`config.mk`:
```
export PLATFORM = sky130hd
export DESIGN_NAME = smb_supply_monitor
export DESIGN_NICKNAME = d
export VERILOG_FILES = /design/src/logic/smb_pkg.sv /design/src/logic/smb_supply_monitor.sv
export SDC_FILE = /design/constraint.sdc
export NUM_CORES = 1
export LEC_CHECK = 0
export BUFFER_PORTS_ARGS = -buffer_cell sky130_fd_sc_hd__buf_4
export CORE_ASPECT_RATIO = 1.4
export CORE_MARGIN = 2
export CORE_UTILIZATION = 35
export CTS_CLUSTER_SIZE = 8
export DETAILED_ROUTE_END_ITERATION = 10
export PLACE_DENSITY_LB_ADDON = 0.15
export SYNTH_ARGS = -nofsm -noshare
export SYNTH_HDL_FRONTEND = slang
export SYNTH_SLANG_ARGS = --single-unit
```
`constraint.sdc`:
```
create_clock -name clk_i -period 5.7 [get_ports clk_i]
set_input_delay 0.285 -clock clk_i [delete_from_list [all_inputs] [get_ports clk_i]]
set_output_delay 0.285 -clock clk_i [all_outputs]
set_load 0.03 [all_outputs]
```
`src/logic/smb_pkg.sv`:
```
package smb_pkg;

  localparam int unsigned CLK_PERIOD_NS = 100;

  // core supply watch: least time low, then delay to reset
  localparam int unsigned T_POR_MIN_NS   = 10000;
  localparam int unsigned T_POR_DELAY_NS = 5000;
  localparam int unsigned POR_MIN_CYC    =
    (T_POR_MIN_NS + CLK_PERIOD_NS - 1) / CLK_PERIOD_NS;
  localparam int unsigned POR_DELAY_CYC  =
    (T_POR_DELAY_NS + CLK_PERIOD_NS - 1) / CLK_PERIOD_NS;

  // battery comparator settling per approximation step
  localparam int unsigned T_SETTLE_NS = 2000;
  localparam int unsigned SETTLE_CYC  =
    (T_SETTLE_NS + CLK_PERIOD_NS - 1) / CLK_PERIOD_NS;

  localparam int unsigned BAT_W        = 6;
  localparam int unsigned BOOST_W      = 8;
  localparam int unsigned FILT_LEN     = 4;
  localparam int unsigned CNT_W        = 16;
  localparam int unsigned BAT_UV_W     = 26;
  // dac step 39.06 mV times divider 16, in microvolts
  localparam int unsigned BAT_LSB_UV   = 39060;
  localparam int unsigned BAT_DIV      = 16;
  localparam logic [BAT_UV_W-1:0] BAT_STEP_UV =
    BAT_UV_W'(BAT_LSB_UV * BAT_DIV);

  localparam int unsigned ADDR_W = 9;
  localparam int unsigned DATA_W = 16;
  localparam logic [ADDR_W-1:0] BOOST_REF_ADDR = 9'h17f;
  localparam logic [ADDR_W-1:0] DRV_CFG2_ADDR  = 9'h1a6;

  // driver configuration two fields
  localparam int unsigned CFG_EXT_SEL   = 0;
  localparam int unsigned CFG_BOOST_MON = 1;
  localparam int unsigned CFG_BOOST_DIS = 2;
  localparam int unsigned CFG_IRQ_EN    = 3;
  localparam int unsigned CFG_FIELDS    = 4;
  localparam logic [CFG_FIELDS-1:0] CFG_RST  = 4'h3;
  localparam logic [BOOST_W-1:0] BOOST_REF_RST = 8'h00;

  typedef struct packed {
    logic main_low;
    logic core_low;
    logic gate_low;
    logic boost_uvlo;
    logic boost_above;
    logic bat_above;
  } smb_cmp_type;

  typedef struct packed {
    logic hs;
    logic ls;
  } smb_drv_type;

endpackage : smb_pkg

```
`src/logic/smb_supply_monitor.sv`:
```
`timescale 1ns/1ns
module smb_supply_monitor (
  input  wire logic                         clk_i,
  input  wire logic                         rst_i,
  input  wire smb_pkg::smb_cmp_type         cmp_i,
  input  wire logic                         debug_pin_i,
  input  wire logic                         bootstrap_init_i,
  input  wire logic                         reg_wr_i,
  input  wire logic                         reg_rd_i,
  input  wire logic [smb_pkg::ADDR_W-1:0]   reg_addr_i,
  input  wire logic [smb_pkg::DATA_W-1:0]   reg_wdata_i,
  input  wire logic                         ucode_boost_wr_i,
  input  wire logic [smb_pkg::BOOST_W-1:0]  ucode_boost_data_i,
  input  wire logic                         irq_clear_i,
  output logic [smb_pkg::DATA_W-1:0]        reg_rdata_o,
  output logic                              reg_rvalid_o,
  output smb_pkg::smb_drv_type              drv_en_o,
  output logic                              interrupt_request_n_o,
  output logic                              power_on_reset_n_o,
  output logic                              gate_regulator_en_o,
  output logic [smb_pkg::BAT_W-1:0]         battery_dac_o,
  output logic [smb_pkg::BAT_W-1:0]         battery_level_o,
  output logic [smb_pkg::BAT_UV_W-1:0]      battery_uv_o,
  output logic [smb_pkg::BOOST_W-1:0]       boost_ref_o,
  output logic                              boost_above_target_o,
  output logic                              boost_low_flag_o
);
  import smb_pkg::*;

  typedef enum logic [3:0] {
    POR_OK     = 4'b0001,
    POR_WATCH  = 4'b0010,
    POR_DELAY  = 4'b0100,
    POR_ACTIVE = 4'b1000
  } smb_por_type;

  typedef enum logic [2:0] {
    SAR_LOAD   = 3'b001,
    SAR_SETTLE = 3'b010,
    SAR_DECIDE = 3'b100
  } smb_sar_type;

  smb_cmp_type                cmp_meta_q;
  smb_cmp_type                cmp_q;
  logic                       dbg_meta_q;
  logic                       dbg_q;
  logic                       boot_meta_q;
  logic                       boot_q;
  smb_por_type                por_state_q;
  logic [CNT_W-1:0]           por_cnt_q;
  logic                       por_active;
  logic                       rst_int;
  logic [CFG_FIELDS-1:0]      cfg_q;
  logic                       main_low_d1_q;
  logic                       irq_pend_q;
  logic [FILT_LEN-1:0]        filt_hist_q;
  logic                       boost_filt_q;
  logic                       boost_low;
  smb_sar_type                sar_state_q;
  logic [$clog2(BAT_W)-1:0]   sar_idx_q;
  logic [BAT_W-1:0]           sar_acc_q;
  logic [CNT_W-1:0]           settle_cnt_q;

  // comparator and pin levels come from outside this clock domain
  always_ff @(posedge clk_i)
  begin
    cmp_meta_q  <= cmp_i;
    cmp_q       <= cmp_meta_q;
    dbg_meta_q  <= debug_pin_i;
    dbg_q       <= dbg_meta_q;
    boot_meta_q <= bootstrap_init_i;
    boot_q      <= boot_meta_q;
  end

  // core supply watch
  always_ff @(posedge clk_i)
  begin
    if (rst_i)
    begin
      por_state_q <= POR_OK;
      por_cnt_q   <= '0;
    end
    else
    begin
      unique case (por_state_q)
        POR_OK:
        begin
          por_cnt_q <= '0;
          if (cmp_q.core_low)
            por_state_q <= POR_WATCH;
        end
        POR_WATCH:
        begin
          if (!cmp_q.core_low)
            por_state_q <= POR_OK;
          else if (por_cnt_q == CNT_W'(POR_MIN_CYC - 1))
          begin
            por_state_q <= POR_DELAY;
            por_cnt_q   <= '0;
          end
          else
            por_cnt_q <= por_cnt_q + 1'b1;
        end
        POR_DELAY:
        begin
          if (por_cnt_q == CNT_W'(POR_DELAY_CYC - 1))
          begin
            por_state_q <= POR_ACTIVE;
            por_cnt_q   <= '0;
          end
          else
            por_cnt_q <= por_cnt_q + 1'b1;
        end
        POR_ACTIVE:
          if (!cmp_q.core_low)
            por_state_q <= POR_OK;
        default:
          por_state_q <= POR_OK;
      endcase
    end
  end

  assign por_active         = (por_state_q == POR_ACTIVE);
  assign rst_int            = rst_i | por_active;
  assign power_on_reset_n_o = !por_active;

  // register writes, offsets as printed
  always_ff @(posedge clk_i)
  begin
    if (rst_int)
    begin
      cfg_q       <= CFG_RST;
      boost_ref_o <= BOOST_REF_RST;
    end
    else
    begin
      if (reg_wr_i && reg_addr_i == DRV_CFG2_ADDR)
        cfg_q <= reg_wdata_i[CFG_FIELDS-1:0];
      // register side wins over a microcode write in the same cycle
      if (reg_wr_i && reg_addr_i == BOOST_REF_ADDR)
        boost_ref_o <= reg_wdata_i[BOOST_W-1:0];
      else if (ucode_boost_wr_i)
        boost_ref_o <= ucode_boost_data_i;
    end
  end

  // register reads, one cycle latency, unmapped reads zero
  always_ff @(posedge clk_i)
  begin
    if (rst_int)
    begin
      reg_rdata_o  <= '0;
      reg_rvalid_o <= 1'b0;
    end
    else
    begin
      reg_rvalid_o <= reg_rd_i;
      if (reg_rd_i)
      begin
        if (reg_addr_i == DRV_CFG2_ADDR)
          reg_rdata_o <= DATA_W'(cfg_q);
        else if (reg_addr_i == BOOST_REF_ADDR)
          reg_rdata_o <= DATA_W'(boost_ref_o);
        else
          reg_rdata_o <= '0;
      end
    end
  end

  // 5 V undervoltage interrupt, set wins over clear
  always_ff @(posedge clk_i)
  begin
    if (rst_int)
    begin
      main_low_d1_q <= 1'b0;
      irq_pend_q    <= 1'b0;
    end
    else
    begin
      main_low_d1_q <= cmp_q.main_low;
      if (cmp_q.main_low && !main_low_d1_q)
        irq_pend_q <= 1'b1;
      else if (irq_clear_i)
        irq_pend_q <= 1'b0;
    end
  end

  assign interrupt_request_n_o = !(irq_pend_q && cfg_q[CFG_IRQ_EN]);

  // boost filter, shared by target and undervoltage modes
  always_ff @(posedge clk_i)
  begin
    if (rst_int)
    begin
      filt_hist_q  <= '0;
      boost_filt_q <= 1'b0;
    end
    else
    begin
      filt_hist_q <= {filt_hist_q[FILT_LEN-2:0], cmp_q.boost_above};
      if (&filt_hist_q)
        boost_filt_q <= 1'b1;
      else if (~|filt_hist_q)
        boost_filt_q <= 1'b0;
    end
  end

  assign boost_above_target_o = boost_filt_q;
  assign boost_low = !cfg_q[CFG_BOOST_MON] && !boost_filt_q;
  assign boost_low_flag_o = boost_low;

  // pre-driver enables
  always_ff @(posedge clk_i)
  begin
    if (rst_int)
      drv_en_o <= '0;
    else
    begin
      drv_en_o.ls <= !(cmp_q.main_low || cmp_q.gate_low
                       || (boost_low && cfg_q[CFG_BOOST_DIS]));
      drv_en_o.hs <= !(cmp_q.main_low || cmp_q.gate_low
                       || cmp_q.boost_uvlo
                       || (boost_low && cfg_q[CFG_BOOST_DIS]));
    end
  end

  // internal gate-supply regulator enable
  always_ff @(posedge clk_i)
  begin
    if (por_active)
      gate_regulator_en_o <= 1'b0;
    else if (rst_i || boot_q)
      gate_regulator_en_o <= dbg_q || !cfg_q[CFG_EXT_SEL];
    else
      gate_regulator_en_o <= !cfg_q[CFG_EXT_SEL];
  end

  // battery successive approximation, runs without end
  always_ff @(posedge clk_i)
  begin
    if (rst_int)
    begin
      sar_state_q     <= SAR_LOAD;
      sar_idx_q       <= ($clog2(BAT_W))'(BAT_W - 1);
      sar_acc_q       <= '0;
      settle_cnt_q    <= '0;
      battery_dac_o   <= '0;
      battery_level_o <= '0;
    end
    else
    begin
      unique case (sar_state_q)
        SAR_LOAD:
        begin
          battery_dac_o <= sar_acc_q | (BAT_W'(1) << sar_idx_q);
          settle_cnt_q  <= '0;
          sar_state_q   <= SAR_SETTLE;
        end
        SAR_SETTLE:
        begin
          if (settle_cnt_q == CNT_W'(SETTLE_CYC - 1))
            sar_state_q <= SAR_DECIDE;
          else
            settle_cnt_q <= settle_cnt_q + 1'b1;
        end
        SAR_DECIDE:
        begin
          sar_state_q <= SAR_LOAD;
          if (sar_idx_q == '0)
          begin
            battery_level_o <= cmp_q.bat_above ? battery_dac_o
                                               : sar_acc_q;
            sar_acc_q       <= '0;
            sar_idx_q       <= ($clog2(BAT_W))'(BAT_W - 1);
          end
          else
          begin
            if (cmp_q.bat_above)
              sar_acc_q <= battery_dac_o;
            sar_idx_q <= sar_idx_q - 1'b1;
          end
        end
        default:
          sar_state_q <= SAR_LOAD;
      endcase
    end
  end

  // battery threshold of the latest code in microvolts
  always_ff @(posedge clk_i)
  begin
    if (rst_int)
      battery_uv_o <= '0;
    else
      battery_uv_o <= BAT_UV_W'(battery_level_o) * BAT_STEP_UV;
  end
endmodule : smb_supply_monitor

```
Word-level counts from Yosys, hierarchy flattened
Index checks and enable logic that the tools add are counted.
W data, S select, Z words.
{"block": "word_totals", "register_bits": 141}
{"block": "op_classes", "n_eq_ne": 20, "shifts": 1, "multipliers": 1, "reduce_logical": 31, "n_mux": 26, "bitwise_logic": 2, "add_sub_neg": 3}
{"op": "$mux W16", "count": 4}
{"op": "$pmux W16 S3", "count": 1}
{"op": "$add A16 B1 Y16 const B", "count": 2}
{"op": "$mux W8", "count": 4}
{"op": "$pmux W16 S2", "count": 1}
{"op": "$mul A6 B14 Y20 const B", "count": 1}
{"op": "$mux W4", "count": 5}
{"op": "$eq A9 B9 Y1 const B", "count": 2}
{"op": "$eq A16 B5 Y1 const B", "count": 1}
{"op": "$eq A16 B6 Y1 const B", "count": 1}
{"op": "$eq A16 B7 Y1 const B", "count": 1}
{"op": "$pmux W4 S4", "count": 1}
{"op": "$ne A2 B2 Y1 const B", "count": 7}
{"op": "$mux W6", "count": 2}
{"op": "$logic_not A1 Y1", "count": 8}
{"op": "$reduce_and A4 Y1", "count": 2}
{"op": "$logic_and A1 B1 Y1", "count": 6}
{"op": "$logic_or A1 B1 Y1", "count": 6}
{"op": "$mux W3", "count": 2}
{"op": "$or A6 B6 Y6", "count": 1}
{"op": "$pmux W3 S2", "count": 1}
{"op": "$reduce_and A2 Y1", "count": 3}
{"op": "$reduce_bool A2 Y1", "count": 3}
{"op": "$shl A1 B3 Y6 const A", "count": 1}
{"op": "14 further kinds", "count": 18}

Logic depth before layout (Yosys ltp)
Gate-level depths: netlist of run 1.
{"block": "logic_depth", "depth_word": 5, "mapped_depth": 12}

Worst setup path after synthesis of run 1
No wires, ideal clock.
{"block": "synth_timing", "path_kind": "flip-flop to flip-flop", "startpoint": "register battery_level_o[5] (netlist bit)", "endpoint": "register battery_uv_o[24] (netlist bit)", "setup_time_ps": 62, "path_buffers": 0, "stages_incl_launch_ff": 10, "setup_slack_ps": 2500, "arrival_time_ps": 3138, "cell_sequence": "dfxtp_1 -> ha_1 -> ha_1 -> ha_1 -> fa_1 -> a211o_1 -> a211oi_1 -> nor3b_1 -> or4_1 -> nand3_1"}
{"block": "synth_between", "elab_chain_cells": 1}
{"item": "start: declaration", "line_no": "smb_supply_monitor.sv:22", "text": "output logic [smb_pkg::BAT_W-1:0] battery_level_o,"}
{"item": "start signal: assignment", "line_no": "smb_supply_monitor.sv:271", "text": "battery_level_o <= cmp_q.bat_above ? battery_dac_o"}
{"item": "$mul A6 B14 Y20", "line_no": "smb_supply_monitor.sv:295", "text": "battery_uv_o <= BAT_UV_W'(battery_level_o) * BAT_STEP_UV;"}
{"item": "end signal: assignment", "line_no": "smb_supply_monitor.sv:295"}
{"item": "end: declaration", "line_no": "smb_supply_monitor.sv:23", "text": "output logic [smb_pkg::BAT_UV_W-1:0] battery_uv_o,"}
Every way passes these cells.
A chain may end at the register's enable or synchronous reset.

Worst setup path in the final report of run 1
{"block": "layout_timing", "startpoint": "register battery_level_o[5] (netlist bit)", "endpoint": "register battery_uv_o[25] (netlist bit)"}
Same word-level chain as after synthesis.

==> results.txt, run 1 <==
H-tree levels: 4
final-stage net count: 885
DRT antenna net count: 0
setup violators final: 0
GRT Total Usage: 16.2%
largest net degree at the start of global routing: 43
kind of critical path: reg -> reg
Pwr Total: 0.00260 W
Sink Count: 127
vias: 5240
Final Hold Viols: 0
vias in the first global route: 5254
Routed WL: 14.5 mm
Synth cell types: 66
Top Ports: 117
post-CTS setup buffers: 0
Slew @ Worst Pin: 1.04 ns
Tmin final: 3.44 ns
WL per Instance: 14.0 um
FMAX: 291 MHz
worst-path fanout max: 11
most common cell after layout, fill and taps aside: dfxtp_1
CP required: 6.00 ns
clock buffer depth: 2
clock transition at the registers of the reported paths: 0.06 ns
Die Wd: 117 um
core area: 0.0178 sq mm
Leak: 3.37 nW
slew margin rel.: 30.3%
reg2reg path depth: 11
Max Slew Vio Count: 0
crit path DAT: 3.74 ns
first-pass GRT wire length: 24.7 mm
GR peak layer: met2
initial core utilization: 35.3%
Tcrit/Tclk final: 60.3%
PortBufs: 94
Reg2Reg Launch Point: battery_level_o[5]
GRT met2 Usage: 29.2%
# diodes: 0
vias per inst: 5.03
Die Y-Extent: 163 um
synthesized cell area: 0.00628 sq mm
DRT Pass-1 Iters: 4
Yosys top cell area share: 40.5%
RSZ-0062 raised after global routing: false
Remaining Overflow, GRT: 0
most frequent cells in the layout: dfxtp_1, buf_4, nor2_1
GRT met3 Usage: 3.42%
detailed placement HPWL: 10.7 mm
Max-Cap Viols: 0
CTS tree: done
die area: 0.0191 sq mm
largest area contributor in the netlist: dfxtp_1
Filler Cell Count: 1742
clk_skew: 0.00906 ns
WHS Path Cells: 3
drt drc: 0
row cnt: 58
post-synthesis sequential area ratio: 40.5%
total CTS buffers: 17
peak supply drop: 0.168 mV
Hold-fix buffers, CTS: 8
HP Class: in -> reg
Area Growth Syn to Fin: 25.8%
Worst R2R Setup Slack: 2.26 ns
cell area power density: 329 mW/mm^2
setup_tns: 0 ns
number of synthesized flops with an enable pin: 0
Syn Area/Cell: 9.10 sq um
CTS root buf: clkbuf_16
clk_lat worst skew: 0.41 ns
initial antenna violation count: 0
gate count of the mapped netlist: 691
Async SR Flop Fraction: 0%
RR Endpoint: battery_uv_o[25]
Initial DRC Count: 398
status: finished, final reports clean
top cells by area, synth: dfxtp_1, ha_1, nor2_1
HP Start: reg_wdata_i[1]
share of cells above drive strength 1: 18.7%
Seq cells post-synth: 127
Synth Flop Type: dfxtp_1
PostCTS Resize Cnt: 0
GPL Wtd Cong: 0.792
met1 GRT Util: 18.3%
crit start category: flip-flop
CP Capture Type: flip-flop
Synthesis Warnings: 0
hold endpoint: cfg_q[1]
[sequential cells by signal, summed over array words and instances, names as in the netlist, 6 cells and up]
register	flops
sar_acc_q	6
battery_dac_o	6
cmp_meta_q	6
settle_cnt_q	16
cmp_q	6
reg_rdata_o	8
battery_level_o	6
battery_uv_o	20
por_cnt_q	16
boost_ref_o	8
[power by group]
part	internal (W)	switching, W	leakage, nW
clock	0.000840	0.000418	0.336
sequential	0.000931	0.0000468	1.04
combinational	0.000134	0.000230	2.00
total	0.00191	0.000695	3.37
[routing by layer]
| metal | routed length (um) | up-vias |
|---|---|---|
| met5 | 0 | - |
| met4 | 263 | 0 |
| met3 | 499 | 18 |
| met2 | 7560 | 101 |
| met1 | 6220 | 2468 |
| li1 | - | 2653 |
[synthesized netlist by cell type (all sizes together) (8+ instances only)]
cell,number
nor3,30
clkbuf,16
nor4b,11
nand2,38
nand3,23
a21oi,31
and3,19
buf,24
mux2i,22
nor2,81
nand2b,10
xor2,8
dfxtp,127
a22oi,11
xnor2,14
o21ai,22
nor3b,10
nand4,9
a211oi,22
inv,25
ha,46
[kinds of logic after synthesis]
group	synth area share, %
flops	40.5
other cells	0.0597
fa+ha+maj	10.4
mux	3.50
simple gates	24.2
xor+xnor	3.07
buf+inv	5.16
compound gates	13.1
[final cells by class]
type | instances | area (sq um) | share of cell area [%]
sequential | 127 | 2540 | 32.1
timing repair buffer | 106 | 816 | 10.3
clock inverter | 14 | 250 | 3.16
multi-input combinational | 511 | 3470 | 43.8
clock buffer | 18 | 439 | 5.55
tap | 240 | 300 | 3.80
inverter | 25 | 93.8 | 1.19
[how the worst max path moves through the flow]
stage,startpoint,end,depth (start not counted),slack (ns)
floorplan,battery_level_o[5],battery_uv_o[24],9,2.50
global placement,battery_level_o[5],battery_uv_o[25],11,2.32
detailed placement,battery_level_o[5],battery_uv_o[25],11,2.26
CTS,battery_level_o[5],battery_uv_o[25],11,2.25
global route,battery_level_o[5],battery_uv_o[25],11,2.04
finish,battery_level_o[5],battery_uv_o[25],11,2.26
[critical path, cell delays in order (launching register included)]
cell and delay, ns:
dfxtp_1 0.61, ha_1 0.24, inv_1 0.05, fa_1 0.48, inv_1 0.04, ha_1 0.28
ha_1 0.25, a211oi_1 0.40, o21ai_0 0.32, a31oi_1 0.33, o21ai_0 0.14, and3_1 0.19
[per-stage QoR]
step	util [%]	worst slack, ns	hold slack [ns]	std cells	area, sq um
after floorplan	-	2.50	0.310	704	6330
after global placement	40.2	2.32	0.313	1001	7140
after detailed placement	40.2	2.26	0.312	1001	7140
after CTS	44.5	2.25	0.100	1041	7910
after global routing	44.5	2.04	0.121	1041	7910
final	44.5	2.26	0.120	1041	7910
No activity file was read; power rests on OpenSTA's default activity.
==> inputs of run 2 (changes only) <==
clock period = 2.75 ns   (was 5.7 ns; I/O delays follow)
==> run 2 against run 1 <==
  * The run now ends with negative setup slack left
  * Clock power grew 62%
  * Total power grew 87%
  * Global-route usage grew 0.72 points
  * Fmax grew 22%
  * Sequential power grew 110%
  * Register-to-register slack lost 2.3 ns
  * Wire length grew 6.9%
  * First-iteration DRC count shrank 16%
  * Combinational power grew 120%
  * Clock-buffer cell count grew 2
  * Critical endpoint is now battery_uv_o[24]
  * Highest routed layer unchanged
==> results.txt, run 2 (same netlist as run 1, synthesis figures left out) <==
status: complete, but fails checks
failing checks: negative setup slack
Area Growth Syn to Fin: 35.2%
detailed placement HPWL: 11.5 mm
DRT antenna net count: 0
Max Slew Vio Count: 0
Sink Count: 127
setup violators final: 1
CP required: 3.11 ns
clk_lat worst skew: 0.42 ns
HP Start: reg_wdata_i[4]
kind of critical path: reg -> reg
WL per Instance: 14.3 um
Worst Path Buf+Inv: 2
crit start category: flip-flop
FMAX: 354 MHz
RSZ-0062 raised after global routing: true
RR Endpoint: battery_uv_o[24]
Reg2Reg Launch Point: battery_level_o[5]
initial core utilization: 35.3%
Setup WS post-layout: -0.0738 ns
CTS root buf: clkbuf_16
slew margin rel.: 55.4%
most frequent cells in the layout: buf_4, dfxtp_1, nor2_1
vias in the first global route: 5528
Die Wd: 117 um
Initial DRC Count: 336
Max-Cap Viols: 0
hold slack: 0.0139 ns
row cnt: 58
initial antenna violation count: 0
HP Class: in -> reg
Routed WL: 15.5 mm
reg2reg path depth: 11
worst-path fanout max: 3
Placed Cells incl. Taps: 1039
Die Y-Extent: 163 um
Tmin final: 2.82 ns
Finished Layout Cells: 1090
cell area power density: 573 mW/mm^2
total CTS buffers: 17
end of the critical path: battery_uv_o[24]
Stages on worst setup path: 11
die area: 0.0191 sq mm
CP top delay family: adder cells
clock buffer depth: 2
PortBufs: 94
Leak: 3.54 nW
most frequent CP cell: ha_4
max reg flops: 20
GRT Total Usage: 16.9%
most common cell after layout, fill and taps aside: buf_4
peak supply drop: 0.303 mV
crit path from: battery_level_o[5]
CTS tree: done
largest net degree at the start of global routing: 24
H-tree levels: 4
share of cells above drive strength 1: 28.2%
Worst R2R Setup Slack: -0.07 ns
Critical Path Max Stage Delay: 0.51 ns
clk_skew: 0.00542 ns
Worst path slowest cell: fa_1
final-stage net count: 937
clock transition at the registers of the reported paths: 0.06 ns
GPL Wtd Cong: 0.809
vias per inst: 5.06
Final Hold Viols: 0
crit path DAT: 3.18 ns
CP Capture Type: flip-flop
worst path cell trace: ha_4 > inv_2 > fa_1 > inv_2 > ha_4 > ha_4 > a211o_1 > a211oi_2 > nor3b_2 > or4_4 > nand3_2
Tcrit/Tclk final: 103%
# diodes: 0
Top Ports: 117
Top Registers: battery_uv_o: 20 flops, por_cnt_q: 16 flops, settle_cnt_q: 16 flops
Slew @ Worst Pin: 0.667 ns
Remaining Overflow, GRT: 0
Pwr Total: 0.00487 W
drt drc: 0
core area: 0.0178 sq mm
DRT Pass-1 Iters: 5
vias: 5515
first-pass GRT wire length: 25.6 mm
register with the most flip-flops: battery_uv_o
## run 2: cell count changes in the layout (fill, tap and decap cells not counted), sizes merged, moves of 3 or more
cell and delta:
inv -3, bufinv -6, buf +45, dlygate4sd3 +7
## run 2: final cells by class
class | instances | area [sq um]
fill | 1723 | 9280
multi-input combinational | 511 | 3760
sequential | 127 | 2560
timing repair buffer | 158 | 1240
clock buffer | 20 | 478
tap | 240 | 300
inverter | 25 | 93.8
clock inverter | 9 | 61.3
## run 2: power breakdown
group,switching [W],internal (W),total [W]
combinational,0.000492,0.000310,0.000802
sequential,0.000101,0.00193,0.00203
clock,0.000802,0.00123,0.00204
## run 2: per-layer routing
metal  routed length, um  share of wire (%)  global-route usage, %  up-vias
li1                    -                  -                      -     2758
met1                6640                 43                   18.6     2612
met2                7960                 51                   30.3      124
met3                 637                4.1                   3.68       21
met4                 306                2.0                   7.81        0
met5                   0                  0                      0        -
## run 2: per-stage QoR
stage,worst slack (ns),area [sq um],utilization (%),TNS (ns)
detailed placement,-0.146,7510,42.2,-0.407
CTS,-0.0275,8360,47.0,-0.0539
global placement,-0.0763,7510,42.2,-0.166
finish,-0.0738,8500,47.8,-0.0738
global route,-0.154,8500,47.8,-0.348
floorplan,-0.0802,6400,-,-0.0906
## run 2: worst min path at each step
stage / to / slack (ns) / cells after the start
after global placement: cmp_meta_q[4] / 0.24 / 1
after CTS: boost_ref_o[4] / 0.002 / 3
after global routing: boost_ref_o[4] / 0.02 / 3
after detailed placement: dbg_meta_q / 0.24 / 1
final: boost_ref_o[4] / 0.01 / 3
after floorplan: boot_meta_q / 0.17 / 0
## run 2: repair_timing
action                                 in CTS  in global routing
hold buffers                               15                  0
cloned                                      0                  0
pin swaps                                  13                 20
gates resized for setup                    22                 23
setup buffers                               5                  2
endpoints found under the hold margin      15                  0
setup endpoints to repair                   7                  6
## run 2: tightest hold or removal path, delay by kind of cell
kind / cells / cell delay [ns]
buffers and inverters: 1 / 0.11
and+or+nand+nor: 1 / 0.09
AOI/OAI and AO/OA: 1 / 0.05
